==> config.mk <==
export PLATFORM = sky130hd
export DESIGN_NAME = quadrature_wheel_decoder
export DESIGN_NICKNAME = d
export VERILOG_FILES = /design/src/design/quad_phase_decoder_pkg.sv /design/src/design/phase_filter_if.sv /design/src/design/phase_glitch_filter.sv /design/src/design/quadrature_wheel_decoder.sv
export SDC_FILE = /design/constraint.sdc
export NUM_CORES = 1
export LEC_CHECK = 0
export BUFFER_PORTS_ARGS = -buffer_cell sky130_fd_sc_hd__buf_2
export CAP_MARGIN = 25
export CORE_MARGIN = 2
export CORE_UTILIZATION = 39
export CTS_BUF_LIST = sky130_fd_sc_hd__clkbuf_16
export DETAILED_ROUTE_END_ITERATION = 10
export PLACE_DENSITY_LB_ADDON = 0.12
export SETUP_SLACK_MARGIN = 0.05
export SYNTH_ARGS = -nofsm -noshare
export SYNTH_HDL_FRONTEND = slang
export SYNTH_HIERARCHICAL = 1
export SYNTH_SLANG_ARGS = --single-unit
==> constraint.sdc <==
create_clock -name sys_clk -period 4.5 [get_ports sys_clk]
set_clock_uncertainty 0.1 [all_clocks]
set_input_delay 0.225 -clock sys_clk [delete_from_list [all_inputs] [get_ports sys_clk]]
set_output_delay 0.225 -clock sys_clk [all_outputs]
set_load 0.02 [all_outputs]
==> src/design/quad_phase_decoder_pkg.sv <==
// Purpose: shared constants for the scroll wheel quadrature decoder
// Assumes: classic wishbone, 32-bit data, register index = byte address / 4
// Notes: all offsets below are register indices
package quad_phase_decoder_pkg;
    // clocking
    localparam int SYS_CLK_HZ = 125_000_000;
    localparam int SLOW_CLK_HZ = 32_000;
    localparam int TICK_DIV = SYS_CLK_HZ / SLOW_CLK_HZ;

    // register indices
    localparam logic [7:0] IDX_COUNT_SNAPSHOT = 8'hd0;
    localparam logic [7:0] IDX_FILTER_CFG = 8'hd1;
    localparam logic [7:0] IDX_PHASE_A_SEL = 8'hd2;
    localparam logic [7:0] IDX_PHASE_B_SEL = 8'hd3;
    localparam logic [7:0] IDX_DECODER_RESET = 8'hd6;
    localparam logic [7:0] IDX_COUNT_MODE = 8'hd7;
    localparam logic [7:0] IDX_SNAPSHOT_LOAD = 8'hd8;

    // field positions in filter_polarity_shuttle_cfg
    localparam int CFG_WINDOW_LSB = 0;
    localparam int CFG_WINDOW_W = 3;
    localparam int CFG_POLARITY_BIT = 4;
    localparam int CFG_SHUTTLE_BIT = 5;

    // field widths
    localparam int PAD_SEL_W = 3;
    localparam int PAD_COUNT = 8;
    localparam int FILTER_CNT_W = 10;

    // reset values
    localparam logic [7:0] RST_FILTER_CFG = 8'h02;
    localparam logic [2:0] RST_PHASE_A_SEL = 3'h0;
    localparam logic [2:0] RST_PHASE_B_SEL = 3'h1;
    localparam logic RST_COUNT_MODE = 1'b0;

    // jitter threshold is this many times 2^(window+1) slow ticks
    localparam logic [FILTER_CNT_W-1:0] JITTER_MULT = 10'h003;

    // counting modes
    typedef enum logic {MODE_COMMON, MODE_DOUBLE} count_mode_t;
endpackage

==> src/design/phase_filter_if.sv <==
// Purpose: carries one phase between the decoder core and its glitch filter
// Assumes: single clock domain
// Notes: clean is idle-low regardless of pad polarity
`timescale 1ns/1ps
`default_nettype none
interface phase_filter_if;
    logic raw;
    logic idle_high;
    logic tick;
    logic [2:0] window;
    logic clean;
    modport filter (input raw, input idle_high, input tick, input window, output clean);
    modport user (output raw, output idle_high, output tick, output window, input clean);
endinterface
`default_nettype wire

==> src/design/phase_glitch_filter.sv <==
// Purpose: debounce one phase into a clean square wave
// Assumes: tick is a one-cycle pulse at the slow filter rate
// Notes: output only follows input after it stood for the full threshold
`timescale 1ns/1ps
`default_nettype none
module phase_glitch_filter
(
    // clock and reset
    input wire logic sys_clk,
    input wire logic reset_n,
    // phase link
    phase_filter_if.filter ph
);
    logic [quad_phase_decoder_pkg::FILTER_CNT_W-1:0] stable_cnt;
    logic [quad_phase_decoder_pkg::FILTER_CNT_W-1:0] threshold;
    logic [3:0] shift;
    logic level;
    logic clean;

    // normalise so that idle reads low
    assign level = ph.raw ^ ph.idle_high;
    assign shift = {1'b0, ph.window} + 4'h1;
    assign threshold = quad_phase_decoder_pkg::JITTER_MULT << shift;
    assign ph.clean = clean;

    always_ff @(posedge sys_clk)
    begin
        if (!reset_n)
        begin
            stable_cnt <= '0;
            clean <= 1'b0;
        end
        else if (level == clean)
        begin
            stable_cnt <= '0;
        end
        else if (ph.tick)
        begin
            if (stable_cnt + 10'h001 >= threshold)
            begin
                clean <= level;
                stable_cnt <= '0;
            end
            else
            begin
                stable_cnt <= stable_cnt + 10'h001;
            end
        end
    end
endmodule
`default_nettype wire

==> src/design/quadrature_wheel_decoder.sv <==
// Purpose: two-phase scroll wheel decoder with byte registers on wishbone
// Assumes: pad inputs synchronous to sys_clk; wishbone classic slave
// Notes: register byte address is four times the register index
`timescale 1ns/1ps
`default_nettype none

module quadrature_wheel_decoder
#(
    parameter int ADDR_W = 10,
    parameter int TICK_DIV = quad_phase_decoder_pkg::TICK_DIV
)
(
    // clock and reset
    input wire logic sys_clk,
    input wire logic reset_n,
    // wishbone slave
    input wire logic wb_cyc_i,
    input wire logic wb_stb_i,
    input wire logic wb_we_i,
    input wire logic [ADDR_W-1:0] wb_adr_i,
    input wire logic [3:0] wb_sel_i,
    input wire logic [31:0] wb_dat_i,
    output logic [31:0] wb_dat_o,
    output logic wb_ack_o,
    // candidate pads for the two phases
    input wire logic [quad_phase_decoder_pkg::PAD_COUNT-1:0] pad_in
);
    generate
        if (ADDR_W < 10)
        begin : g_bad_addr
            $error("address must be at least 10 bits to reach the register block");
        end
        if (TICK_DIV < 1 || TICK_DIV > 4096)
        begin : g_bad_div
            $error("tick divider must be between 1 and 4096");
        end
    endgenerate

    // pick one pad by its selector
    function automatic logic pick_pad(input logic [7:0] pads, input logic [2:0] sel);
        pick_pad = pads[sel];
    endfunction

    phase_filter_if phase_a_if();
    phase_filter_if phase_b_if();

    // bus decode
    logic [7:0] reg_index;
    logic bus_take;
    logic bus_write;
    logic bus_read;
    logic upper_zero;

    // configuration registers
    logic [2:0] filter_window;
    logic idle_high;
    logic shuttle_en;
    logic [2:0] phase_a_sel;
    logic [2:0] phase_b_sel;
    quad_phase_decoder_pkg::count_mode_t count_mode;
    logic load_req;
    logic [7:0] count_snapshot;

    // decoder state
    logic [11:0] tick_cnt;
    logic tick;
    logic prev_a;
    logic prev_b;
    logic last_pulse_b;
    logic pulse_pending;
    logic [7:0] running_step_count;
    logic edge_a;
    logic edge_b;
    logic step_up;
    logic step_down;
    logic clear_counter;
    logic [31:0] next_rdata;

    assign upper_zero = (wb_adr_i[ADDR_W-1:2] >> 8) == '0;
    assign reg_index = wb_adr_i[9:2];
    assign bus_take = wb_cyc_i && wb_stb_i && !wb_ack_o;
    assign bus_write = bus_take && wb_we_i && wb_sel_i[0] && upper_zero;
    assign bus_read = bus_take && !wb_we_i && upper_zero;
    assign clear_counter = bus_write && reg_index == quad_phase_decoder_pkg::IDX_DECODER_RESET
        && wb_dat_i[0];

    // slow tick for the glitch filters
    always_ff @(posedge sys_clk)
    begin
        tick <= reset_n && tick_cnt == 12'(TICK_DIV - 1);
        if (!reset_n || tick_cnt == 12'(TICK_DIV - 1))
        begin
            tick_cnt <= '0;
        end
        else
        begin
            tick_cnt <= tick_cnt + 12'h001;
        end
    end

    // pad routing into the filters
    assign phase_a_if.raw = pick_pad(pad_in, phase_a_sel);
    assign phase_b_if.raw = pick_pad(pad_in, phase_b_sel);
    assign phase_a_if.idle_high = idle_high;
    assign phase_b_if.idle_high = idle_high;
    assign phase_a_if.tick = tick;
    assign phase_b_if.tick = tick;
    assign phase_a_if.window = filter_window;
    assign phase_b_if.window = filter_window;

    phase_glitch_filter u_filter_a
    (
        .sys_clk(sys_clk),
        .reset_n(reset_n),
        .ph(phase_a_if.filter)
    );

    phase_glitch_filter u_filter_b
    (
        .sys_clk(sys_clk),
        .reset_n(reset_n),
        .ph(phase_b_if.filter)
    );

    // edge detection on the clean square waves
    always_ff @(posedge sys_clk)
    begin
        if (!reset_n)
        begin
            prev_a <= 1'b0;
            prev_b <= 1'b0;
        end
        else
        begin
            prev_a <= phase_a_if.clean;
            prev_b <= phase_b_if.clean;
        end
    end

    assign edge_a = phase_a_if.clean != prev_a;
    assign edge_b = phase_b_if.clean != prev_b;

    // shuttle mode: a lone pulse waits for the other phase, and each pair counts once;
    // without the restart a steady rotation would alternate up and down
    always_ff @(posedge sys_clk)
    begin
        if (!reset_n)
        begin
            last_pulse_b <= 1'b1;
            pulse_pending <= 1'b0;
        end
        else if (!shuttle_en || step_up || step_down)
        begin
            pulse_pending <= 1'b0;
        end
        else if (edge_a && phase_a_if.clean)
        begin
            last_pulse_b <= 1'b0;
            pulse_pending <= 1'b1;
        end
        else if (edge_b && phase_b_if.clean)
        begin
            last_pulse_b <= 1'b1;
            pulse_pending <= 1'b1;
        end
    end

    // direction and step decision
    always_comb
    begin
        step_up = 1'b0;
        step_down = 1'b0;
        if (shuttle_en)
        begin
            // a rise pairs with the pending pulse of the other phase
            step_up = pulse_pending && !last_pulse_b && edge_b && phase_b_if.clean && !edge_a;
            step_down = pulse_pending && last_pulse_b && edge_a && phase_a_if.clean && !edge_b;
        end
        else if (edge_a != edge_b)
        begin
            if (count_mode == quad_phase_decoder_pkg::MODE_DOUBLE)
            begin
                // every single edge counts; a edge with phases apart means a leads
                step_up = (phase_a_if.clean ^ phase_b_if.clean) == edge_a;
                step_down = !step_up;
            end
            else if (phase_a_if.clean == phase_b_if.clean)
            begin
                // count when the second phase catches up to the first
                step_up = edge_b;
                step_down = edge_a;
            end
        end
    end

    // internal counter, never on the bus
    always_ff @(posedge sys_clk)
    begin
        if (!reset_n)
        begin
            running_step_count <= '0;
        end
        else if (clear_counter)
        begin
            running_step_count <= '0;
        end
        else if (step_up)
        begin
            running_step_count <= running_step_count + 8'h01;
        end
        else if (step_down)
        begin
            running_step_count <= running_step_count - 8'h01;
        end
    end

    // load request sets on write and clears after the copy
    always_ff @(posedge sys_clk)
    begin
        if (!reset_n)
        begin
            load_req <= 1'b0;
        end
        else if (bus_write && reg_index == quad_phase_decoder_pkg::IDX_SNAPSHOT_LOAD
            && wb_dat_i[0])
        begin
            load_req <= 1'b1;
        end
        else if (load_req)
        begin
            load_req <= 1'b0;
        end
    end

    // snapshot: copy wins over a simultaneous read-clear
    always_ff @(posedge sys_clk)
    begin
        if (!reset_n)
        begin
            count_snapshot <= '0;
        end
        else if (load_req)
        begin
            count_snapshot <= running_step_count;
        end
        else if (bus_read && reg_index == quad_phase_decoder_pkg::IDX_COUNT_SNAPSHOT)
        begin
            count_snapshot <= '0;
        end
    end

    // configuration writes
    always_ff @(posedge sys_clk)
    begin
        if (!reset_n)
        begin
            filter_window <= quad_phase_decoder_pkg::RST_FILTER_CFG[2:0];
            idle_high <= quad_phase_decoder_pkg::RST_FILTER_CFG[4];
            shuttle_en <= quad_phase_decoder_pkg::RST_FILTER_CFG[5];
            phase_a_sel <= quad_phase_decoder_pkg::RST_PHASE_A_SEL;
            phase_b_sel <= quad_phase_decoder_pkg::RST_PHASE_B_SEL;
            count_mode <= quad_phase_decoder_pkg::count_mode_t'(
                quad_phase_decoder_pkg::RST_COUNT_MODE);
        end
        else if (bus_write)
        begin
            case (reg_index)
                quad_phase_decoder_pkg::IDX_FILTER_CFG:
                begin
                    filter_window <= wb_dat_i[quad_phase_decoder_pkg::CFG_WINDOW_LSB +: 3];
                    idle_high <= wb_dat_i[quad_phase_decoder_pkg::CFG_POLARITY_BIT];
                    shuttle_en <= wb_dat_i[quad_phase_decoder_pkg::CFG_SHUTTLE_BIT];
                end
                quad_phase_decoder_pkg::IDX_PHASE_A_SEL: phase_a_sel <= wb_dat_i[2:0];
                quad_phase_decoder_pkg::IDX_PHASE_B_SEL: phase_b_sel <= wb_dat_i[2:0];
                quad_phase_decoder_pkg::IDX_COUNT_MODE:
                    count_mode <= quad_phase_decoder_pkg::count_mode_t'(wb_dat_i[0]);
                default: ;
            endcase
        end
    end

    // read mux; unmapped indices read zero
    always_comb
    begin
        next_rdata = '0;
        if (upper_zero)
        begin
            case (reg_index)
                quad_phase_decoder_pkg::IDX_COUNT_SNAPSHOT: next_rdata[7:0] = count_snapshot;
                quad_phase_decoder_pkg::IDX_FILTER_CFG:
                    next_rdata[7:0] = {2'h0, shuttle_en, idle_high, 1'b0, filter_window};
                quad_phase_decoder_pkg::IDX_PHASE_A_SEL: next_rdata[7:0] = {5'h00, phase_a_sel};
                quad_phase_decoder_pkg::IDX_PHASE_B_SEL: next_rdata[7:0] = {5'h00, phase_b_sel};
                quad_phase_decoder_pkg::IDX_COUNT_MODE: next_rdata[7:0] = {7'h00, count_mode};
                quad_phase_decoder_pkg::IDX_SNAPSHOT_LOAD: next_rdata[7:0] = {7'h00, load_req};
                default: next_rdata = '0;
            endcase
        end
    end

    // one-wait-state acknowledge
    always_ff @(posedge sys_clk)
    begin
        if (!reset_n)
        begin
            wb_ack_o <= 1'b0;
            wb_dat_o <= '0;
        end
        else
        begin
            wb_ack_o <= bus_take;
            if (bus_take && !wb_we_i)
            begin
                wb_dat_o <= next_rdata;
            end
        end
    end
endmodule
`default_nettype wire

==> results of run 1 <==
==> final cells by class <==
| class | instances | area, sq um | area share |
|---|---|---|---|
| multi-input combinational | 465 | 3210 | 0.580 |
| sequential | 77 | 1540 | 0.279 |
| clock buffer | 9 | 225 | 0.0407 |
| tap | 172 | 215 | 0.0389 |
| timing repair buffer | 36 | 183 | 0.0330 |
| clock inverter | 7 | 83.8 | 0.0152 |
| inverter | 20 | 75.1 | 0.0136 |
==> report_power, final <==
| part | internal (mW) | switching [mW] |
|---|---|---|
| combinational | 0.0202 | 0.0511 |
| sequential | 0.685 | 0.00293 |
| clock | 0.478 | 0.277 |
| total | 1.18 | 0.331 |
==> sequential cells by signal (all words and copies together) (netlist names), 3 cells and up <==
name / cells
phase_b_sel: 3
filter_window: 3
u_filter_b/stable_cnt: 10
tick_cnt: 12
wb_dat_o: 8
u_filter_a/stable_cnt: 10
phase_a_sel: 3
running_step_count: 8
count_snapshot: 8
==> through the flow <==
step                power [mW]  area (sq um)  hold slack [ps]
floorplan                0.766          5090              243
global placement         0.774          5220              344
detailed placement       0.774          5220              350
CTS                       1.54          5530             29.7
global route              1.57          5530             64.8
finish                    1.51          5530             39.2
==> worst min-delay path by stage <==
| stage | from | to | slack [ps] | depth (start not counted) |
|---|---|---|---|---|
| 2_1_floorplan | wb_adr_i[5] | load_req | 240 | 2 |
| 5_1_grt | wb_dat_i[1] | filter_window[1] | 60 | 3 |
| 3_3_place_gp | wb_dat_o[2] | wb_dat_o[2] | 340 | 2 |
| 4_1_cts | wb_dat_i[5] | shuttle_en | 30 | 3 |
| 6_report | wb_dat_i[5] | shuttle_en | 40 | 3 |
| 3_5_place_dp | wb_dat_o[1] | wb_dat_o[1] | 350 | 2 |
==> layer usage <==
layer  global-route usage  part of all wire  vias to the layer above
met3               0.0268             0.028                       18
met4               0.0753             0.024                        0
met5                    0                 0                        -
met1                0.230              0.48                     1865
met2                0.274              0.47                       70
li1                     -                 -                     2061
==> critical path, cell delays in order (launching register included) <==
cell and delay (ps):
dfxtp_1 360, ha_1 330, inv_1 60, ha_1 300, and2_1 190, a221oi_4 550
ha_1 380, nor2b_1 160, o31a_1 260, o21a_1 180, or3_1 300, nand3_1 80
a21oi_1 70
==> logic make-up (layout without fill, tap and decap cells) <==
logic type               count (synthesis)  count (layout)  synth area share
AO/OA/AOI/OAI                           93              93             0.139
XOR/XNOR                                36              36            0.0630
adder cells (fa/ha/maj)                 38              38            0.0965
buffers and inverters                   62              72            0.0680
flip-flops                              77              77             0.308
multiplexers                            30              30            0.0758
other                                    1              24          0.000750
AND/OR/NAND/NOR                        244             244             0.248
==> cells in the final DEF, fill, tap and decap left out, types with 14 or more instances in the layout <==
| master | Yosys | routed |
|---|---|---|
| ha_1 | 37 | 37 |
| inv_1 | 19 | 22 |
| a21oi_1 | 24 | 24 |
| conb_1 | 1 | 24 |
| buf_2 | 7 | 35 |
| a22oi_1 | 14 | 14 |
| nor2_1 | 74 | 74 |
| dfxtp_1 | 77 | 77 |
| nand2_1 | 59 | 59 |
| nand3_1 | 31 | 31 |
| mux2i_1 | 21 | 21 |
| xor2_1 | 19 | 19 |
| xnor2_1 | 17 | 17 |
==> flow_summary.json, run 1 <==
{
  "status": "finished clean",
  "drt-vias-per-instance": 5.11,
  "finalSetupViolCount": 0,
  "synth-edff-count": 0,
  "synth.ff_latch_count": 77,
  "cts_resized": 0,
  "clk_pin_slew_ps": 60,
  "grt_pass1_vias": 3828,
  "synth-main-ff-cell": "dfxtp_1",
  "critical_path_class": "flop to flop",
  "cts_setup_buffers": 0,
  "r2r_setup_slack_ps": 1050,
  "period_minus_slack_ps": 3450,
  "grtUsageTotal": 0.172,
  "clock_sinks": 77,
  "layout_worst_path_cycle_share": 0.766,
  "dp.final_hpwl_mm": 8.11,
  "fin_tns_setup_ps": 0,
  "worstReg2RegStart": "u_filter_a/ph.clean",
  "initial_utilization": 0.398,
  "drv_cap": 0,
  "clock_latency_ps": 340,
  "synth-async-reset-ratio": 0,
  "crit_path_end_kind": "flop",
  "cp_max_fo": 11,
  "synth.cell_area_sq_mm": 0.00500,
  "final_cells": 786,
  "dr.pass1.iters": 4,
  "yosys.area.top_type": "dfxtp_1",
  "rsz0062_at_grt": "false",
  "fin_nets": 706,
  "io_buffers": 35,
  "clockRootBuffer": "clkbuf_16",
  "setup_slack_ps": 1050,
  "yosysWarnings": 6,
  "cts_tree": "done",
  "antennaDiodeCount": 0,
  "numCtsBuffers": 9,
  "cts_hold_buf": 0,
  "rows": 41,
  "ant_nets": 0,
  "hold_viol": 0,
  "ir_drop_mv": 0.126,
  "crit_path_start": "u_filter_a/ph.clean",
  "fillerInstances": 1279,
  "place_ws_ps": 1050,
  "max_freq_mhz": 290,
  "final_max_slew_viol_count": 0,
  "die_w_um": 117,
  "wl_mm": 10.8,
  "crit_end": "running_step_count[6]",
  "fin_util": 0.440,
  "r2r_cells": 12,
  "syn2layout_area_growth_pct": 10.6,
  "yosysMostFrequentCell": "dfxtp_1",
  "routabilityCongestion": 0.807,
  "htree_levels": 3,
  "yosys-top-cells-count": "dfxtp_1, nor2_1, nand2_1, ha_1, nand3_1",
  "coreArea_sq_mm": 0.0126,
  "power.density_mw_per_mm2": 274,
  "drc": 0,
  "critPathRequiredTime_ps": 4610,
  "die_area_sq_mm": 0.0137,
  "reg2reg_to": "running_step_count[6]",
  "max-slew-margin-rel": 0.519,
  "drive_gt1_frac": 0.137,
  "ys_top_cells_by_area": "dfxtp_1, ha_1, nor2_1",
  "ctsLongestPathBuffers": 2,
  "worstMarginPinSlew_ps": 721,
  "yosysSeqAreaShare": 0.308,
  "netlist.area_leader.share": 0.308,
  "drt_first_iter_violations": 183,
  "grt-ovfl-total": 0,
  "arrival_ps": 3560,
  "netlist_instances": 581,
  "die_h_um": 117,
  "hp-class": "primary input to flop",
  "critical_path.startpoint_type": "flop",
  "wire_per_inst_um": 13.7,
  "grt_pass1_wl_mm": 18.5,
  "power.leakage_nw": 2.30,
  "num_vias": 4014,
  "postSynthAreaPerCell_sq_um": 8.61,
  "pin_count": 92,
  "grt_max_degree": 29,
  "antenna_found_initial": 0,
  "placed_cells": 770,
  "synth_cell_types": 65
}
(Power assumes the default switching activity.)
==> run 2, diff against run 1 <==
==> constraint.sdc (replaced) <==
create_clock -name sys_clk -period 2.8 [get_ports sys_clk]
set_clock_uncertainty 0.1 [all_clocks]
set_input_delay 0.14 -clock sys_clk [delete_from_list [all_inputs] [get_ports sys_clk]]
set_output_delay 0.14 -clock sys_clk [all_outputs]
set_load 0.02 [all_outputs]
==> run 2 against run 1 <==
  * The flow now finishes with violations (negative setup slack)
  * Die area is the same
  * Critical path depth is the same
  * Setup slack lost 1300 ps
  * Worst hold slack lost 11 ps
  * Global-route usage grew 0.91 points
  * Largest power group is now registers
  * Largest cell class unchanged
==> flow_summary.json, run 2 (synthesis gave the netlist of run 1 again) <==
{
  "status": "finished, violations left",
  "violations": "negative setup slack",
  "cp_top_family": "compound AO/OA/AOI/OAI gates",
  "setup_slack_ps": -219,
  "critPathBufInv": 1,
  "dp.final_hpwl_mm": 8.79,
  "grt_pass1_vias": 4123,
  "worstHoldStart": "reset_n",
  "wire_per_inst_um": 14.0,
  "die_area_sq_mm": 0.0137,
  "clockPowerShare": 0.474,
  "largest_register": "tick_cnt",
  "critical_path_class": "flop to flop",
  "placed_cells": 807,
  "htree_levels": 3,
  "ant_nets": 0,
  "seqPwrFrac": 0.474,
  "finalSetupViolCount": 4,
  "dr_wl_met3_um": 386,
  "m1WireLength_mm": 5.39,
  "worstPathCellList": "ha_4, inv_4, ha_4, and2_4, a221oi_4, ha_4, nor2b_1, o31a_1, o21a_1, or3_1, nand3_1, a21oi_2",
  "reg_top3": "tick_cnt: 12 flops, u_filter_a/stable_cnt: 10 flops, u_filter_b/stable_cnt: 10 flops",
  "grt_max_degree": 29,
  "grt_pass1_wl_mm": 19.4,
  "crit_path_frequent_cell": "ha_4",
  "clock_latency_ps": 340,
  "clock_sinks": 77,
  "fillerInstances": 1209,
  "drt-vias-per-instance": 5.06,
  "rsz0062_at_grt": "true",
  "drive_gt1_frac": 0.268,
  "grtUsageTotal": 0.181,
  "layout_worst_path_cycle_share": 1.08,
  "clk_pin_slew_ps": 60,
  "worstMarginPinSlew_ps": 546,
  "crit_path_end_kind": "flop",
  "p_comb_frac": 0.053,
  "max_stage_delay_ps": 390,
  "numCtsBuffers": 9,
  "fin_nets": 761,
  "max-slew-margin-rel": 0.635,
  "clockRootBuffer": "clkbuf_16",
  "drc": 0,
  "final_cells": 841,
  "cp_max_fo": 4,
  "critPathRequiredTime_ps": 2920,
  "ctsLongestPathBuffers": 2,
  "drv_cap": 0,
  "num_vias": 4255,
  "coreArea_sq_mm": 0.0126,
  "p_int_mw": 1.73,
  "pin_count": 92,
  "hp-class": "primary input to flop",
  "max_freq_mhz": 331,
  "dr_wl_met2_mm": 5.90,
  "die_h_um": 117,
  "power.switching_mw": 0.581,
  "antennaDiodeCount": 0,
  "critical_path.startpoint_type": "flop",
  "swShare": 0.251,
  "syn2layout_area_growth_pct": 25.6,
  "antenna_found_initial": 0,
  "drt_first_iter_violations": 151,
  "fin_util": 0.500,
  "slowest_stage": "a221oi_4",
  "mostFrequentLayoutCells": "nor2_1, dfxtp_1, nand2_1, buf_4, buf_2",
  "top_layer_used": "met4",
  "power.leakage_nw": 2.64,
  "grt-ovfl-total": 0,
  "worstReg2RegStart": "u_filter_a/ph.clean",
  "initial_utilization": 0.398,
  "layout_commonest_cell": "nor2_1",
  "crit_path_start": "u_filter_a/ph.clean",
  "arrival_ps": 3140,
  "hold_viol": 0,
  "ir_drop_mv": 0.332,
  "routabilityCongestion": 0.844,
  "period_minus_slack_ps": 3020,
  "rows": 41,
  "io_buffers": 35,
  "wl_mm": 11.8,
  "dr.pass1.iters": 4,
  "final_max_slew_viol_count": 0,
  "largest_reg_flops": 12,
  "power.density_mw_per_mm2": 369,
  "die_w_um": 117,
  "cts_tree": "done"
}
==> run 2: cell types whose count changed in the layout (fill, tap and decap cells not counted), sizes merged <==
| cell | previous run | this run |
|---|---|---|
| buf | 36 | 84 |
| bufinv | 2 | 0 |
| dlygate4sd3 | 0 | 7 |
| inv | 23 | 24 |
| clkinv | 2 | 3 |
==> run 2: layout make-up <==
type                    instances  area, sq um  area share
multi-input cells             465         3490       0.555
flip-flops and latches         77         1580       0.251
repair buffers                 91          652       0.104
clock buffers                   9          225      0.0358
well taps                     172          215      0.0342
inverters                      20         77.6      0.0123
clock inverters                 7         48.8     0.00777
==> run 2: routing by layer <==
| metal | vias to the layer above | track usage |
|---|---|---|
| met5 | - | 0 |
| met4 | 0 | 0.0541 |
| met3 | 8 | 0.0510 |
| met2 | 49 | 0.305 |
| met1 | 2019 | 0.225 |
| li1 | 2179 | - |
==> run 2: what timing repair did <==
action,CTS,global route
hold endpoints to repair,10,0
hold buffers,7,0
pin swaps,9,36
buffers inserted,6,7
resized for setup,15,49
endpoints found under the setup margin,12,27
==> run 2: path summary, 6_finish.rpt <==
check,to,cells after the start,slack (ps)
setup / recovery,running_step_count[6],12,-220
setup reg to reg,running_step_count[6],12,-220
hold / removal,phase_b_sel[0],2,30
hold reg to reg,wb_dat_o[2],2,350
==> run 2: per-stage QoR <==
step / power [mW] / TNS, ps / instance area, sq um / hold WS, ps / setup slack [ps]
2_1_floorplan: 1.23 / -234 / 5160 / 158 / -234
3_3_place_gp: 1.24 / -186 / 5570 / 306 / -126
3_5_place_dp: 1.24 / -453 / 5570 / 313 / -223
4_1_cts: 2.37 / -483 / 6040 / 20.3 / -185
5_1_grt: 2.42 / -1100 / 6280 / 29.7 / -327
6_report: 2.32 / -515 / 6280 / 28.3 / -219
==> run 2: power groups by stage <==
stage          clock (mW)  combinational, mW  sequential [mW]
2_1_floorplan           0              0.101             1.13
3_5_place_dp            0              0.116             1.13
3_3_place_gp            0              0.116             1.13
4_1_cts              1.14              0.123             1.10
5_1_grt              1.19              0.137             1.10
6_report             1.10              0.123             1.10
==> run 3, diff against run 2 <==
--- a/config.mk
+++ b/config.mk
@@ -7,9 +7,9 @@
 export LEC_CHECK = 0
 export BUFFER_PORTS_ARGS = -buffer_cell sky130_fd_sc_hd__buf_2
 export CAP_MARGIN = 25
-export CORE_MARGIN = 2
+export CORE_MARGIN = 4
 export CORE_UTILIZATION = 39
-export CTS_BUF_LIST = sky130_fd_sc_hd__clkbuf_16
+export CTS_BUF_LIST = sky130_fd_sc_hd__clkbuf_2 sky130_fd_sc_hd__clkbuf_4 sky130_fd_sc_hd__clkbuf_8
 export DETAILED_ROUTE_END_ITERATION = 10
 export PLACE_DENSITY_LB_ADDON = 0.12
 export SETUP_SLACK_MARGIN = 0.05
==> run 3 against run 2 <==
  * The flow still finishes with violations (negative setup slack)
  * Register-to-register slack better by 100 ps
  * Critical path depth up 1
  * Largest power group unchanged
  * Largest cell class unchanged
  * Non-clock buffer count up 2
  * Sequential share of layout area up 0.19 points
  * First-iteration DRC count up 13%
  * Global-route usage down 2.1 points
  * Via count down 0.89%
  * Worst hold slack better by 44 ps
  * Core utilization down 0.46 points
  * Setup slack better by 100 ps
  * Flip-flop and latch count unchanged
  * Power down 2.8%
==> flow_summary.json, run 3 (synthesis gave the netlist of run 1 again) <==
{
  "status": "finished, violations left",
  "violations": "negative setup slack",
  "critPathBufInv": 2,
  "clk_pin_slew_ps": 80,
  "crit_path_end_kind": "flop",
  "grtUsageTotal": 0.160,
  "stdcell_area_sq_mm": 0.00623,
  "drv_cap": 0,
  "cp_max_fo": 4,
  "wire_per_inst_um": 13.8,
  "pin_count": 92,
  "grt-ovfl-total": 0,
  "num_vias": 4217,
  "io_buffers": 35,
  "fin_nets": 763,
  "routabilityCongestion": 0.814,
  "place_ws_ps": -165,
  "clock_sinks": 77,
  "grt_pass1_wl_mm": 18.9,
  "die_w_um": 121,
  "worst_hold_slack_ps": 72.6,
  "antenna_found_initial": 0,
  "grt_max_degree": 29,
  "power.density_mw_per_mm2": 362,
  "max_freq_mhz": 343,
  "layout_commonest_cell": "nor2_1",
  "coreArea_sq_mm": 0.0126,
  "critPathRequiredTime_ps": 2950,
  "dp.final_hpwl_mm": 8.70,
  "largest_reg_flops": 12,
  "drc": 0,
  "final_max_slew_viol_count": 0,
  "hp-class": "primary input to flop",
  "crit_path_frequent_cell": "ha_4",
  "final_cells": 842,
  "critical_path.startpoint_type": "flop",
  "rsz0062_at_grt": "true",
  "dr.pass1.iters": 4,
  "critical_path_class": "flop to flop",
  "mostFrequentLayoutCells": "nor2_1, dfxtp_1, nand2_1, buf_4, buf_2",
  "grt_pass1_vias": 4008,
  "slowest_stage": "a221oi_4",
  "clockRootBuffer": "clkbuf_8",
  "largest_register": "tick_cnt",
  "layout_worst_path_cycle_share": 1.04,
  "htree_levels": 3,
  "reg_top3": "tick_cnt: 12 flops, u_filter_a/stable_cnt: 10 flops, u_filter_b/stable_cnt: 10 flops",
  "fin_tns_setup_ps": -263,
  "numCtsBuffers": 9,
  "max-slew-margin-rel": 0.651,
  "wl_mm": 11.6,
  "cts_tree": "done",
  "max_stage_delay_ps": 390,
  "setup_slack_ps": -116,
  "hold_viol": 0,
  "arrival_ps": 3060,
  "cp_top_family": "compound AO/OA/AOI/OAI gates",
  "drt-vias-per-instance": 5.01,
  "ctsLongestPathBuffers": 2,
  "die_h_um": 121,
  "power.leakage_nw": 2.60,
  "initial_utilization": 0.398,
  "finalSetupViolCount": 3,
  "drive_gt1_frac": 0.261,
  "clock_latency_ps": 360,
  "die_area_sq_mm": 0.0147,
  "drt_first_iter_violations": 170,
  "antennaDiodeCount": 0,
  "period_minus_slack_ps": 2920,
  "rows": 41,
  "worstPathCellList": "ha_4, inv_2, ha_4, and2_4, a221oi_4, buf_6, ha_4, o21a_1, o31a_1, o21a_1, or3_1, nand3_1, a21oi_1",
  "ant_nets": 0,
  "worstMarginPinSlew_ps": 522,
  "placed_cells": 805,
  "postPlaceCellArea_sq_mm": 0.00556,
  "ir_drop_mv": 0.288,
  "syn2layout_area_growth_pct": 24.5
}
[run 3: changes by cell type in the layout (fill, tap and decap cells not counted), sizes merged]
cell | previous run | this run
bufinv | 0 | 3
dlygate4sd3 | 7 | 10
inv | 24 | 21
clkinv | 3 | 1
buf | 84 | 83
clkbuf | 9 | 10
[run 3: area by class of cell]
class,count,area (sq um)
well taps,172,215
flip-flops and latches,77,1580
inverters,20,75.1
repair buffers,93,676
clock buffers,10,131
multi-input cells,465,3450
clock inverters,5,108
fillers,1231,6340
[run 3: layer usage]
metal	wire length [um]	vias to the layer above	GRT usage
met1	5300	1977	0.201
met3	358	14	0.0359
met4	212	0	0.0539
met2	5720	60	0.271
li1	-	2166	-
met5	0	-	0
[run 3: worst register-to-register path: stages, from the launching register on]
cell and delay, ps:
dfxtp_4 380, ha_4 270, inv_2 40, ha_4 200, and2_4 160, a221oi_4 390, buf_6 180, ha_4 200
o21a_1 160, o31a_1 110, o21a_1 170, or3_1 300, nand3_1 80, a21oi_1 60
[run 3: where the power goes]
| group | switching (mW) | internal (mW) | total, mW |
|---|---|---|---|
| clock | 0.428 | 0.602 | 1.03 |
| sequential | 0.00471 | 1.09 | 1.10 |
| combinational | 0.0843 | 0.0399 | 0.124 |
| total | 0.518 | 1.73 | 2.25 |
[run 3: metrics by stage]
step	power, mW	utilization
final	2.25	0.495
after global routing	2.35	0.495
after global placement	1.24	0.442
after floorplan	1.23	-
after CTS	2.29	0.472
after detailed placement	1.24	0.442
[run 3: path summary, 6_finish.rpt]
path	from	endpoint	slack, ps	depth (start not counted)
max	u_filter_a/ph.clean	running_step_count[6]	-120	13
min	wb_stb_i	wb_ack_o	70	3
max reg2reg	u_filter_a/ph.clean	running_step_count[6]	-120	13
min reg2reg	wb_dat_o[1]	wb_dat_o[1]	370	2
[run 3: what timing repair did]
item | CTS | global route
pin swaps | 2 | 25
resized for setup | 4 | 47
hold buffers | 10 | 0
endpoints found under the hold margin | 14 | 0
endpoints found under the setup margin | 12 | 27
buffers inserted | 2 | 11
